==> src/rtl/gpmc_pkg.sv <==
/*
  Constants, types and carriers for the gauge power and measurement controller.
  Assumes a single 40 MHz system clock and converter front ends on that clock.
*/
// Contract
// - power-up enters ACTIVE with measurements running
// - SLEEP stops measuring, keeps every register
// - bus-low enable plus line low 2s: sleep
// - bus-low sleep wakes when line goes high
// - undervoltage enable plus voltage below threshold: sleep
// - undervoltage sleep also needs static line 2s
// - undervoltage sleep wakes on any line change
// - line low in sleep: no presence on rise
// - line high at undervoltage entry: reset accepted
// - voltage every 440ms, 9.76mV LSB, saturating
// - temperature every 440ms, 0.125C LSB
// - current every 3.515s, clamped 7FFFh/8000h
// - sample at 18.6kHz, update per conversion
// - every 1024th conversion measures offset
// - offset cycle repeats prior current result
// - offset trim added to every raw sample
// - offset trim volatile, master rewrites after power-up
// - 11-bit gain, 0 to 1.999, 2^-10 steps
// - read-only factory gain copy at B0h/B1h
// - 8-bit tempco, 30.5ppm steps, zero disables
// - tempco recomputed on each 0.5C crossing
// - each conversion adds current into accumulator
package gpmc_pkg;

  // ****************************************
  // timing
  // ****************************************
  localparam int CLK_HZ = 40_000_000;
  localparam int SLEEP_DETECT_MS = 2000;
  localparam int SLEEP_CYC = SLEEP_DETECT_MS * (CLK_HZ / 1000);
  localparam int VOLT_PERIOD_MS = 440;
  localparam int VOLT_CYC = VOLT_PERIOD_MS * (CLK_HZ / 1000);
  localparam int CUR_PERIOD_US = 3_515_000;
  localparam int CUR_CYC = CUR_PERIOD_US * (CLK_HZ / 1_000_000);
  localparam int SAMPLE_RATE_HZ = 18_600;
  localparam int SAMPLE_CYC = CLK_HZ / SAMPLE_RATE_HZ;
  localparam int CONV_CNT_W = 10;

  // ****************************************
  // widths and formats
  // ****************************************
  localparam int RAW_W = 16;
  localparam int VOLT_W = 11;
  localparam int TEMP_W = 11;
  localparam int CUR_W = 16;
  localparam int GAIN_W = 11;
  localparam int GAIN_FRAC = 10;
  localparam int TC_W = 8;
  localparam int TC_SHIFT = 16;
  localparam int ACC_W = 32;
  localparam logic signed [9:0] TC_REF_HALF = 10'sh032;
  localparam logic [VOLT_W-1:0] SLEEP_VOLTAGE_THRESHOLD_LO = 11'h0FB;
  localparam logic [VOLT_W-1:0] SLEEP_VOLTAGE_THRESHOLD_HI = 11'h1F6;
  localparam logic signed [CUR_W-1:0] CUR_MAX = 16'sh7FFF;
  localparam logic signed [CUR_W-1:0] CUR_MIN = 16'sh8000;
  localparam logic [15:0] FACTORY_GAIN_DEF = 16'h0400;

  // ****************************************
  // byte address map
  // ****************************************
  localparam logic [7:0] ADDR_TEMP_MSB = 8'h0A;
  localparam logic [7:0] ADDR_TEMP_LSB = 8'h0B;
  localparam logic [7:0] ADDR_VOLT_MSB = 8'h0C;
  localparam logic [7:0] ADDR_VOLT_LSB = 8'h0D;
  localparam logic [7:0] ADDR_CUR_MSB = 8'h0E;
  localparam logic [7:0] ADDR_CUR_LSB = 8'h0F;
  localparam logic [7:0] ADDR_COB = 8'h7B;
  localparam logic [7:0] ADDR_GAIN_MSB = 8'h78;
  localparam logic [7:0] ADDR_GAIN_LSB = 8'h79;
  localparam logic [7:0] ADDR_TC = 8'h7A;
  localparam logic [7:0] ADDR_FGAIN_MSB = 8'hB0;
  localparam logic [7:0] ADDR_FGAIN_LSB = 8'hB1;

  // ****************************************
  // types
  // ****************************************
  typedef enum logic [1:0] {GPMC_ACTIVE, GPMC_SLEEP_BUS, GPMC_SLEEP_UV} gpmc_pwr_t;

  typedef struct packed {
    logic bus_low_en;
    logic uv_en;
    logic vsel_high;
  } gpmc_sleep_cfg_t;

  typedef struct packed {
    logic signed [CUR_W-1:0] current;
    logic signed [TEMP_W-1:0] temp;
    logic signed [VOLT_W-1:0] volt;
  } gpmc_results_t;

endpackage

==> src/rtl/gpmc_ctrl.sv <==
/*
  Gauge power and measurement controller: power states, conversion schedule,
  current offset, gain and tempco correction, charge accumulation.
  Assumes converter front ends and the single-wire protocol engine share sys_clk;
  only the data line pin is asynchronous.
*/
`timescale 1ns/10ps
module gpmc_ctrl import gpmc_pkg::*; #(
  parameter int SLEEP_CYCLES = SLEEP_CYC,
  parameter int VOLT_CYCLES = VOLT_CYC,
  parameter int CUR_CYCLES = CUR_CYC,
  parameter logic [15:0] FACTORY_GAIN = FACTORY_GAIN_DEF
) (
  input wire logic sys_clk,
  input wire logic rst_n,
  input wire logic dq_in,
  input wire gpmc_sleep_cfg_t sleep_cfg,
  input wire logic signed [RAW_W-1:0] pack_voltage_input,
  input wire logic signed [TEMP_W-1:0] temp_raw,
  input wire logic signed [RAW_W-1:0] sense_input,
  input wire logic reg_wr,
  input wire logic [7:0] reg_addr,
  input wire logic [7:0] reg_wdata,
  output logic [7:0] reg_rdata,
  output logic adc_sample,
  output logic adc_offset_mode,
  output logic meas_strobe,
  output logic cur_strobe,
  output gpmc_results_t results,
  output logic signed [ACC_W-1:0] charge_accumulator,
  output logic sleep_mode,
  output logic presence_suppress
);

  localparam int VCNT_W = $clog2(VOLT_CYCLES + 1);
  localparam int CCNT_W = $clog2(CUR_CYCLES + 1);
  localparam int SCNT_W = $clog2(SAMPLE_CYC + 1);
  localparam logic [VCNT_W-1:0] VCNT_LAST = VCNT_W'(VOLT_CYCLES - 1);
  localparam logic [CCNT_W-1:0] CCNT_LAST = CCNT_W'(CUR_CYCLES - 1);
  localparam logic [SCNT_W-1:0] SCNT_LAST = SCNT_W'(SAMPLE_CYC - 1);
  localparam logic [CONV_CNT_W-1:0] OFFSET_SLOT = '1;

  // ****************************************
  // data line watch
  // ****************************************
  logic line_lvl;
  logic line_rise;
  logic line_edge;
  logic line_static;

  gpmc_line_watch #(.STATIC_CYC(SLEEP_CYCLES)) u_line (
    .sys_clk(sys_clk),
    .rst_n(rst_n),
    .line_pin(dq_in),
    .line_lvl(line_lvl),
    .line_rise(line_rise),
    .line_edge(line_edge),
    .line_static(line_static)
  );

  // ****************************************
  // power state
  // ****************************************
  gpmc_pwr_t state;
  gpmc_pwr_t next_state;
  logic active;
  logic uv_low;
  logic bus_sleep_req;
  logic uv_sleep_req;
  logic next_suppress;

  // undervoltage compares the last stored voltage, so it reacts once per 440ms
  assign uv_low = $signed(results.volt) <
                  $signed(sleep_cfg.vsel_high ? SLEEP_VOLTAGE_THRESHOLD_HI : SLEEP_VOLTAGE_THRESHOLD_LO);
  assign bus_sleep_req = sleep_cfg.bus_low_en & line_static & ~line_lvl;
  assign uv_sleep_req = sleep_cfg.uv_en & uv_low & line_static;
  assign active = (state == GPMC_ACTIVE);
  assign sleep_mode = ~active;

  // bus-low entry is checked first; it also covers a low static line
  always_comb begin
    next_state = state;
    unique case (state)
      GPMC_ACTIVE: begin
        if (bus_sleep_req) begin
          next_state = GPMC_SLEEP_BUS;
        end else if (uv_sleep_req) begin
          next_state = GPMC_SLEEP_UV;
        end
      end
      GPMC_SLEEP_BUS: begin
        if (line_lvl) begin
          next_state = GPMC_ACTIVE;
        end
      end
      GPMC_SLEEP_UV: begin
        if (line_edge) begin
          next_state = GPMC_ACTIVE;
        end
      end
    endcase
  end

  // armed when sleeping with the line low; the first rise is not answered
  assign next_suppress = ((next_state != GPMC_ACTIVE) & ~line_lvl) |
                         (presence_suppress & ~line_rise);

  always_ff @(posedge sys_clk or negedge rst_n) begin
    if (!rst_n) begin
      state <= GPMC_ACTIVE;
      presence_suppress <= 1'b0;
    end else begin
      state <= next_state;
      presence_suppress <= next_suppress;
    end
  end

  // ****************************************
  // conversion schedule
  // ****************************************
  logic [VCNT_W-1:0] volt_cnt;
  logic [CCNT_W-1:0] cur_cnt;
  logic [SCNT_W-1:0] samp_cnt;
  logic [CONV_CNT_W-1:0] conv_cnt;
  logic volt_end;
  logic cur_end;
  logic offset_conv;

  assign volt_end = active & (volt_cnt == VCNT_LAST);
  assign cur_end = active & (cur_cnt == CCNT_LAST);
  assign adc_sample = active & (samp_cnt == SCNT_LAST);
  assign offset_conv = (conv_cnt == OFFSET_SLOT);
  assign adc_offset_mode = active & offset_conv;
  assign meas_strobe = volt_end;
  assign cur_strobe = cur_end;

  // counters freeze in sleep so a wake resumes the same conversion phase
  always_ff @(posedge sys_clk or negedge rst_n) begin
    if (!rst_n) begin
      volt_cnt <= '0;
      cur_cnt <= '0;
      samp_cnt <= '0;
      conv_cnt <= '0;
    end else if (active) begin
      volt_cnt <= volt_end ? '0 : volt_cnt + VCNT_W'(1);
      cur_cnt <= cur_end ? '0 : cur_cnt + CCNT_W'(1);
      samp_cnt <= adc_sample ? '0 : samp_cnt + SCNT_W'(1);
      conv_cnt <= cur_end ? conv_cnt + CONV_CNT_W'(1) : conv_cnt;
    end
  end

  // ****************************************
  // trim registers
  // ****************************************
  logic signed [7:0] offset_trim;
  logic [15:0] gain_trim;
  logic [TC_W-1:0] tempco_trim;

  // offset trim is volatile and starts at zero after every power-up
  always_ff @(posedge sys_clk or negedge rst_n) begin
    if (!rst_n) begin
      offset_trim <= '0;
      gain_trim <= FACTORY_GAIN;
      tempco_trim <= '0;
    end else if (reg_wr) begin
      if (reg_addr == ADDR_COB) offset_trim <= reg_wdata;
      if (reg_addr == ADDR_GAIN_MSB) gain_trim[15:8] <= reg_wdata;
      if (reg_addr == ADDR_GAIN_LSB) gain_trim[7:0] <= reg_wdata;
      if (reg_addr == ADDR_TC) tempco_trim <= reg_wdata;
    end
  end

  // ****************************************
  // current datapath
  // ****************************************
  logic signed [RAW_W-1:0] offset_corr;
  logic signed [17:0] cur_biased;
  logic signed [29:0] cur_gain_full;
  logic signed [19:0] cur_gained;
  logic signed [18:0] comp_term;
  logic signed [38:0] comp_full;
  logic signed [20:0] cur_comp;
  logic signed [CUR_W-1:0] cur_next;
  logic signed [CUR_W-1:0] cur_acc_in;
  logic signed [9:0] temp_dev;
  logic signed [18:0] comp_calc;

  function automatic logic signed [CUR_W-1:0] sat_cur(input logic signed [20:0] v);
    if (v > 21'(CUR_MAX)) begin
      sat_cur = CUR_MAX;
    end else if (v < 21'(CUR_MIN)) begin
      sat_cur = CUR_MIN;
    end else begin
      sat_cur = v[CUR_W-1:0];
    end
  endfunction

  function automatic logic signed [VOLT_W-1:0] sat_volt(input logic signed [RAW_W-1:0] v);
    logic signed [RAW_W-1:0] lim_hi;
    logic signed [RAW_W-1:0] lim_lo;
    lim_hi = RAW_W'({1'b0, {(VOLT_W-1){1'b1}}});
    lim_lo = -lim_hi - RAW_W'(1);
    if (v > lim_hi) begin
      sat_volt = {1'b0, {(VOLT_W-1){1'b1}}};
    end else if (v < lim_lo) begin
      sat_volt = {1'b1, {(VOLT_W-1){1'b0}}};
    end else begin
      sat_volt = v[VOLT_W-1:0];
    end
  endfunction

  // offset removed and trim added before gain; the trim is the user's skew
  assign cur_biased = 18'(sense_input) - 18'(offset_corr) + 18'(offset_trim);
  assign cur_gain_full = cur_biased * $signed({1'b0, gain_trim[GAIN_W-1:0]});
  assign cur_gained = cur_gain_full[29:GAIN_FRAC];
  // resistance grows with heat, so the reading is pulled down by the term
  assign comp_full = cur_gained * comp_term;
  assign cur_comp = 21'(cur_gained) - 21'($signed(comp_full[38:TC_SHIFT]));
  assign cur_next = sat_cur(cur_comp);
  // the offset slot has no sample; the previous result stands in for it
  assign cur_acc_in = offset_conv ? results.current : cur_next;

  // deviation in half degrees; a zero coefficient gives a zero term
  assign temp_dev = 10'($signed(results.temp[TEMP_W-1:2])) - TC_REF_HALF;
  // both factors widened first so the product cannot wrap at ten bits
  assign comp_calc = 19'($signed({1'b0, tempco_trim})) * 19'(temp_dev);

  // term follows temperature only on half-degree crossings or a new coefficient
  always_ff @(posedge sys_clk or negedge rst_n) begin
    if (!rst_n) begin
      comp_term <= '0;
    end else begin
      comp_term <= comp_calc;
    end
  end

  // ****************************************
  // result and accumulator registers
  // ****************************************
  logic signed [ACC_W:0] acc_sum;
  logic signed [ACC_W-1:0] acc_next;

  assign acc_sum = (ACC_W+1)'(charge_accumulator) + (ACC_W+1)'(cur_acc_in);
  assign acc_next = (acc_sum[ACC_W] != acc_sum[ACC_W-1]) ?
                    {acc_sum[ACC_W], {(ACC_W-1){~acc_sum[ACC_W]}}} :
                    acc_sum[ACC_W-1:0];

  // nothing here moves while asleep, because the strobes need active
  always_ff @(posedge sys_clk or negedge rst_n) begin
    if (!rst_n) begin
      results <= '0;
      offset_corr <= '0;
      charge_accumulator <= '0;
    end else begin
      if (volt_end) begin
        results.volt <= sat_volt(pack_voltage_input);
        results.temp <= temp_raw;
      end
      if (cur_end) begin
        if (offset_conv) begin
          offset_corr <= sense_input;
        end else begin
          results.current <= cur_next;
        end
        charge_accumulator <= acc_next;
      end
    end
  end

  // ****************************************
  // register read port
  // ****************************************
  logic [15:0] volt_word;
  logic [15:0] temp_word;
  logic [7:0] next_rdata;

  assign volt_word = 16'(results.volt);
  assign temp_word = 16'(results.temp);
  // unmapped addresses read zero; the factory copy has no write path
  assign next_rdata =
    (reg_addr == ADDR_TEMP_MSB) ? temp_word[15:8] :
    (reg_addr == ADDR_TEMP_LSB) ? temp_word[7:0] :
    (reg_addr == ADDR_VOLT_MSB) ? volt_word[15:8] :
    (reg_addr == ADDR_VOLT_LSB) ? volt_word[7:0] :
    (reg_addr == ADDR_CUR_MSB) ? results.current[15:8] :
    (reg_addr == ADDR_CUR_LSB) ? results.current[7:0] :
    (reg_addr == ADDR_COB) ? offset_trim :
    (reg_addr == ADDR_GAIN_MSB) ? gain_trim[15:8] :
    (reg_addr == ADDR_GAIN_LSB) ? gain_trim[7:0] :
    (reg_addr == ADDR_TC) ? tempco_trim :
    (reg_addr == ADDR_FGAIN_MSB) ? FACTORY_GAIN[15:8] :
    (reg_addr == ADDR_FGAIN_LSB) ? FACTORY_GAIN[7:0] : 8'h00;

  always_ff @(posedge sys_clk or negedge rst_n) begin
    if (!rst_n) begin
      reg_rdata <= 8'h00;
    end else begin
      reg_rdata <= next_rdata;
    end
  end
endmodule

==> src/rtl/gpmc_line_watch.sv <==
/*
  Data line watcher: synchroniser, edge detect and static-level timer.
  Assumes the line pin is asynchronous to sys_clk.
*/
`timescale 1ns/10ps
module gpmc_line_watch import gpmc_pkg::*; #(
  parameter int STATIC_CYC = SLEEP_CYC
) (
  input wire logic sys_clk,
  input wire logic rst_n,
  input wire logic line_pin,
  output logic line_lvl,
  output logic line_rise,
  output logic line_edge,
  output logic line_static
);

  localparam int CNT_W = $clog2(STATIC_CYC + 1);
  localparam logic [CNT_W-1:0] CNT_LAST = CNT_W'(STATIC_CYC - 1);

  logic sync_1;
  logic sync_2;
  logic line_prev;
  logic [CNT_W-1:0] static_cnt;

  // two stages before anything reads the pin; third stage only for edges
  always_ff @(posedge sys_clk or negedge rst_n) begin
    if (!rst_n) begin
      sync_1 <= 1'b0;
      sync_2 <= 1'b0;
      line_prev <= 1'b0;
    end else begin
      sync_1 <= line_pin;
      sync_2 <= sync_1;
      line_prev <= sync_2;
    end
  end

  assign line_lvl = sync_2;
  assign line_rise = sync_2 & ~line_prev;
  assign line_edge = sync_2 ^ line_prev;
  assign line_static = (static_cnt == CNT_LAST);

  // a glitch of one cycle is enough to restart the interval
  always_ff @(posedge sys_clk or negedge rst_n) begin
    if (!rst_n) begin
      static_cnt <= '0;
    end else if (line_edge) begin
      static_cnt <= '0;
    end else if (!line_static) begin
      static_cnt <= static_cnt + CNT_W'(1);
    end
  end
endmodule

==> config.mk <==
export PLATFORM = sky130hd
export DESIGN_NAME = gpmc_ctrl
export DESIGN_NICKNAME = d
export VERILOG_FILES = /design/src/rtl/gpmc_pkg.sv /design/src/rtl/gpmc_ctrl.sv /design/src/rtl/gpmc_line_watch.sv
export SDC_FILE = /design/constraint.sdc
export NUM_CORES = 2
export LEC_CHECK = 0
export ABC_CLOCK_PERIOD_IN_PS = 57300
export BUFFER_PORTS_ARGS = -buffer_cell sky130_fd_sc_hd__buf_2
export CORE_ASPECT_RATIO = 2
export CORE_MARGIN = 4
export CORE_UTILIZATION = 45
export DETAILED_ROUTE_END_ITERATION = 6
export PLACE_DENSITY = 0.63
export REMOVE_ABC_BUFFERS = 1
export SYNTH_ARGS = -nofsm -noshare
export SYNTH_HDL_FRONTEND = slang
export SYNTH_SLANG_ARGS = --single-unit
==> constraint.sdc <==
create_clock -name sys_clk -period 57.3 [get_ports sys_clk]
set_input_delay 2.865 -clock sys_clk [delete_from_list [all_inputs] [get_ports sys_clk]]
set_output_delay 2.865 -clock sys_clk [all_outputs]
set_load 0.05 [all_outputs]
==> metrics.md <==
| Metric | Value |
|---|---|
| Initial DRT Pass Iterations | 5 |
| Compound-Gate Fraction of Synth Area | under 10% |
| Worst reg2reg path endpoint | charge_accumulator[15] |
| Crit-path max FO | 22 |
| Final core occ | 48.6% |
| DRC Markers | 0 |
| Row count | about 150 |
| Starting density of the core | 45.3% |
| Simple-Gate Fraction of Synth Area | between 10% and 20% |
| Min-delay src | u_line.sync_1 |
| WP data arrival | 24.82 ns |
| Total of warnings raised by yosys | 0 |
| Final period utilization | between 40% and 50% |
| Hold buffer count at CTS | 0 |
| Skew final | about 0.024 ns |
| Share of synthesized area spent on multiplexers | under 10% |
| Max Freq | ~41 MHz |
| Worst reg-to-reg setup slack | 34.81 ns |
| Rel. slew slack | between 20% and 30% |
| First-pass GRT wire length | between 150,000 and 200,000 um |
| Final #Nets | ~5,300 |
| Slew @ Worst Pin | between 1 and 1.5 ns |
| Slowest-stage cell, CP | fa_1 |
| Remaining Overflow, GRT | 0 |
| Post-synth EDFFs | 0 |
| Post-synth top flop | dfrtp_1 |
| Most common cell in the netlist | inv_1 |
| CTS Sinks | approximately 250 |
| Slew Limit Fails | 0 |
| Vias per cell | approximately 5.4 |
| Synth Area in Adders | a little over two fifths |
| Reg2reg start | offset_trim[0] |
| Worst setup SP type | input port |
| DPL Wire Length | 89,000 um |
| Clock insertion delay at the later pin of the skew report | ~0.57 ns |
| Hold Worst Slack | about 0.38 ns |
| Initial antenna violation count | 5 |
| I/O pin count | 150 |
| Required @ worst endpoint | between 50 and 60 ns |
| Worst Hold Depth | 0 |
| Status | complete, no violations |
| Most used cell, CP | fa_1 |
| Postcts setup bufs | 0 |
| Distinct cell type count after synthesis | 94 |
| Fin Setup TNS | 0 ns |
| Synth-to-Final Area Change | 7.29% |
| Initial DRC count | around 1,200 |
| TritonCTS Buffers | 23 |
| H-tree depth | 1 |
| RSZ-0062 raised after global routing | false |
| Hold Path End | u_line.line_lvl |
| Final-report hold violation count | 0 |
| Synth top area cells | fa_1 33%, dfrtp_1 16%, ha_1 9.4% |
| CTS tree | done |
| Routed WL | about 110,000 um |
| Crit-path max cell delay | about 0.94 ns |
| Top cell type by total area after synthesis | fa_1 |
| Clock slew at reported path FFs | 0.07 ns |
| Post-synth ARST share | 100% |
| Largest family of logic cells by synthesized area | adder cells |
| Drt wl/cell | about 20 um |
| Share of cells above drive strength 1 | around 8.8% |
| Post-synth top area share | 32.7% |
| Die Ht | between 400 and 500 um |
| HP Class | reg2reg |
| Largest net degree at the start of global routing | around 120 |
| Routability cong. | around 1.0 |
| Die width | about 220 um |
| Synthesis-stage register bit count | between 200 and 300 |
| Critical path type | in2reg |
| Tot GR Track Use | approximately 24% |
| Buffers added on ports | approximately 150 |
| Synth Area per Inst | ~9.1 um^2 |
| Minimum clock period | ~24 ns |
| Die area | between 90,000 and 100,000 um^2 |
| Max-cap violations | 0 |
| Kind of end point of the critical path | flop |
| Top cells by count, synth | 819 x inv_1, 633 x fa_1, 534 x nand2_1 |
| Root buffer cell | clkbuf_16 |
| Synth Area in XOR/XNOR | about 5.0% |
| Vias in the first global route | between 30,000 and 40,000 |
| Post-synthesis cell area | ~39,000 um^2 |
| Routed vias | between 20,000 and 30,000 |
| Syn Inst Count | roughly 4,200 |
| Core area | 85,600 um^2 |
| Post-DRT Antenna Nets | 0 |
| Final setup vio count | 0 |
| CTS resizes | 0 |
| Clk buf depth | 3 |
| Sequential-to-total area share from yosys stat | about 16% |
| Reg2reg path depth | slightly below 80 |
-- critical path: cells and delay by family --
| kind | cells | cell delay (ns) |
|---|---|---|
| adder cells (fa/ha/maj) | 18 | 8.47 |
| AO/OA/AOI/OAI | 36 | 8.17 |
| AND/OR/NAND/NOR | 10 | 1.98 |
| XOR/XNOR | 6 | 1.25 |
| buffers and inverters | 6 | 1.12 |
| multiplexers | 1 | 0.89 |
-- cells by family after synthesis --
family | after synthesis
AO/OA/AOI/OAI | 494
XOR/XNOR | 218
adder cells (fa/ha/maj) | 923
buffers and inverters | 990
flip-flops | 253
multiplexers | 56
AND/OR/NAND/NOR | 1309
-- sequential cells by signal, summed over array words and instances (netlist names), 10 cells and up --
register / count
charge_accumulator: 32
comp_term: 19
conv_cnt: 10
cur_cnt: 28
gain_trim: 16
offset_corr: 16
results: 38
samp_cnt: 12
u_line.static_cnt: 27
volt_cnt: 25
-- metal layers --
layer  wire length, um  share of wire, %  GRT usage (%)
met5                33             0.030              0
met4              7170               6.6           13.0
met3              4080               3.8           2.35
met2             61400                57           48.2
met1             35900                33           24.4
-- cells in the final DEF (no fill, tap or decap), types with 115 or more instances in the layout --
cell,netlist,final
inv_1,819,819
fa_1,633,633
nand2_1,534,534
and2_1,301,301
ha_1,290,290
dfrtp_1,252,252
nor2_1,162,162
buf_2,5,148
xnor2_1,145,135
o21ai_0,126,126
a21oi_1,115,115
-- worst max path at each step --
stage / from / end / slack (ns) / depth (start not counted)
floorplan: sense_input[1] / charge_accumulator[0] / 34.21 / 74
finish: sense_input[1] / charge_accumulator[15] / 32.94 / 77
CTS: sense_input[2] / charge_accumulator[15] / 32.90 / 78
detailed placement: sense_input[1] / charge_accumulator[2] / 32.34 / 78
global placement: sense_input[1] / charge_accumulator[2] / 32.59 / 76
global route: sense_input[2] / charge_accumulator[15] / 31.10 / 80
-- metrics by stage --
step | cell area, um^2 | cells | worst slack (ns)
after floorplan | 38100 | 4073 | 34.21
after global placement | 40700 | 5359 | 32.59
after detailed placement | 40700 | 5359 | 32.34
after CTS | 41600 | 5401 | 32.90
after global routing | 41600 | 5401 | 31.10
final | 41600 | 5403 | 32.94
-- cell type report --
type / instances / area [um^2]
Multi-Input combinational cell: 3000 / 28800
Tap cell: 1078 / 1350
Inverter: 820 / 3080
Clock inverter: 12 / 196
Sequential cell: 253 / 6330
Clock buffer: 30 / 642
Fill cell: 8241 / 44000
Antenna cell: 2 / 5.00
Timing Repair Buffer: 208 / 1200
Power is not shown: default switching activity piles up to over one toggle a cycle in this logic, so the estimate is an artifact.
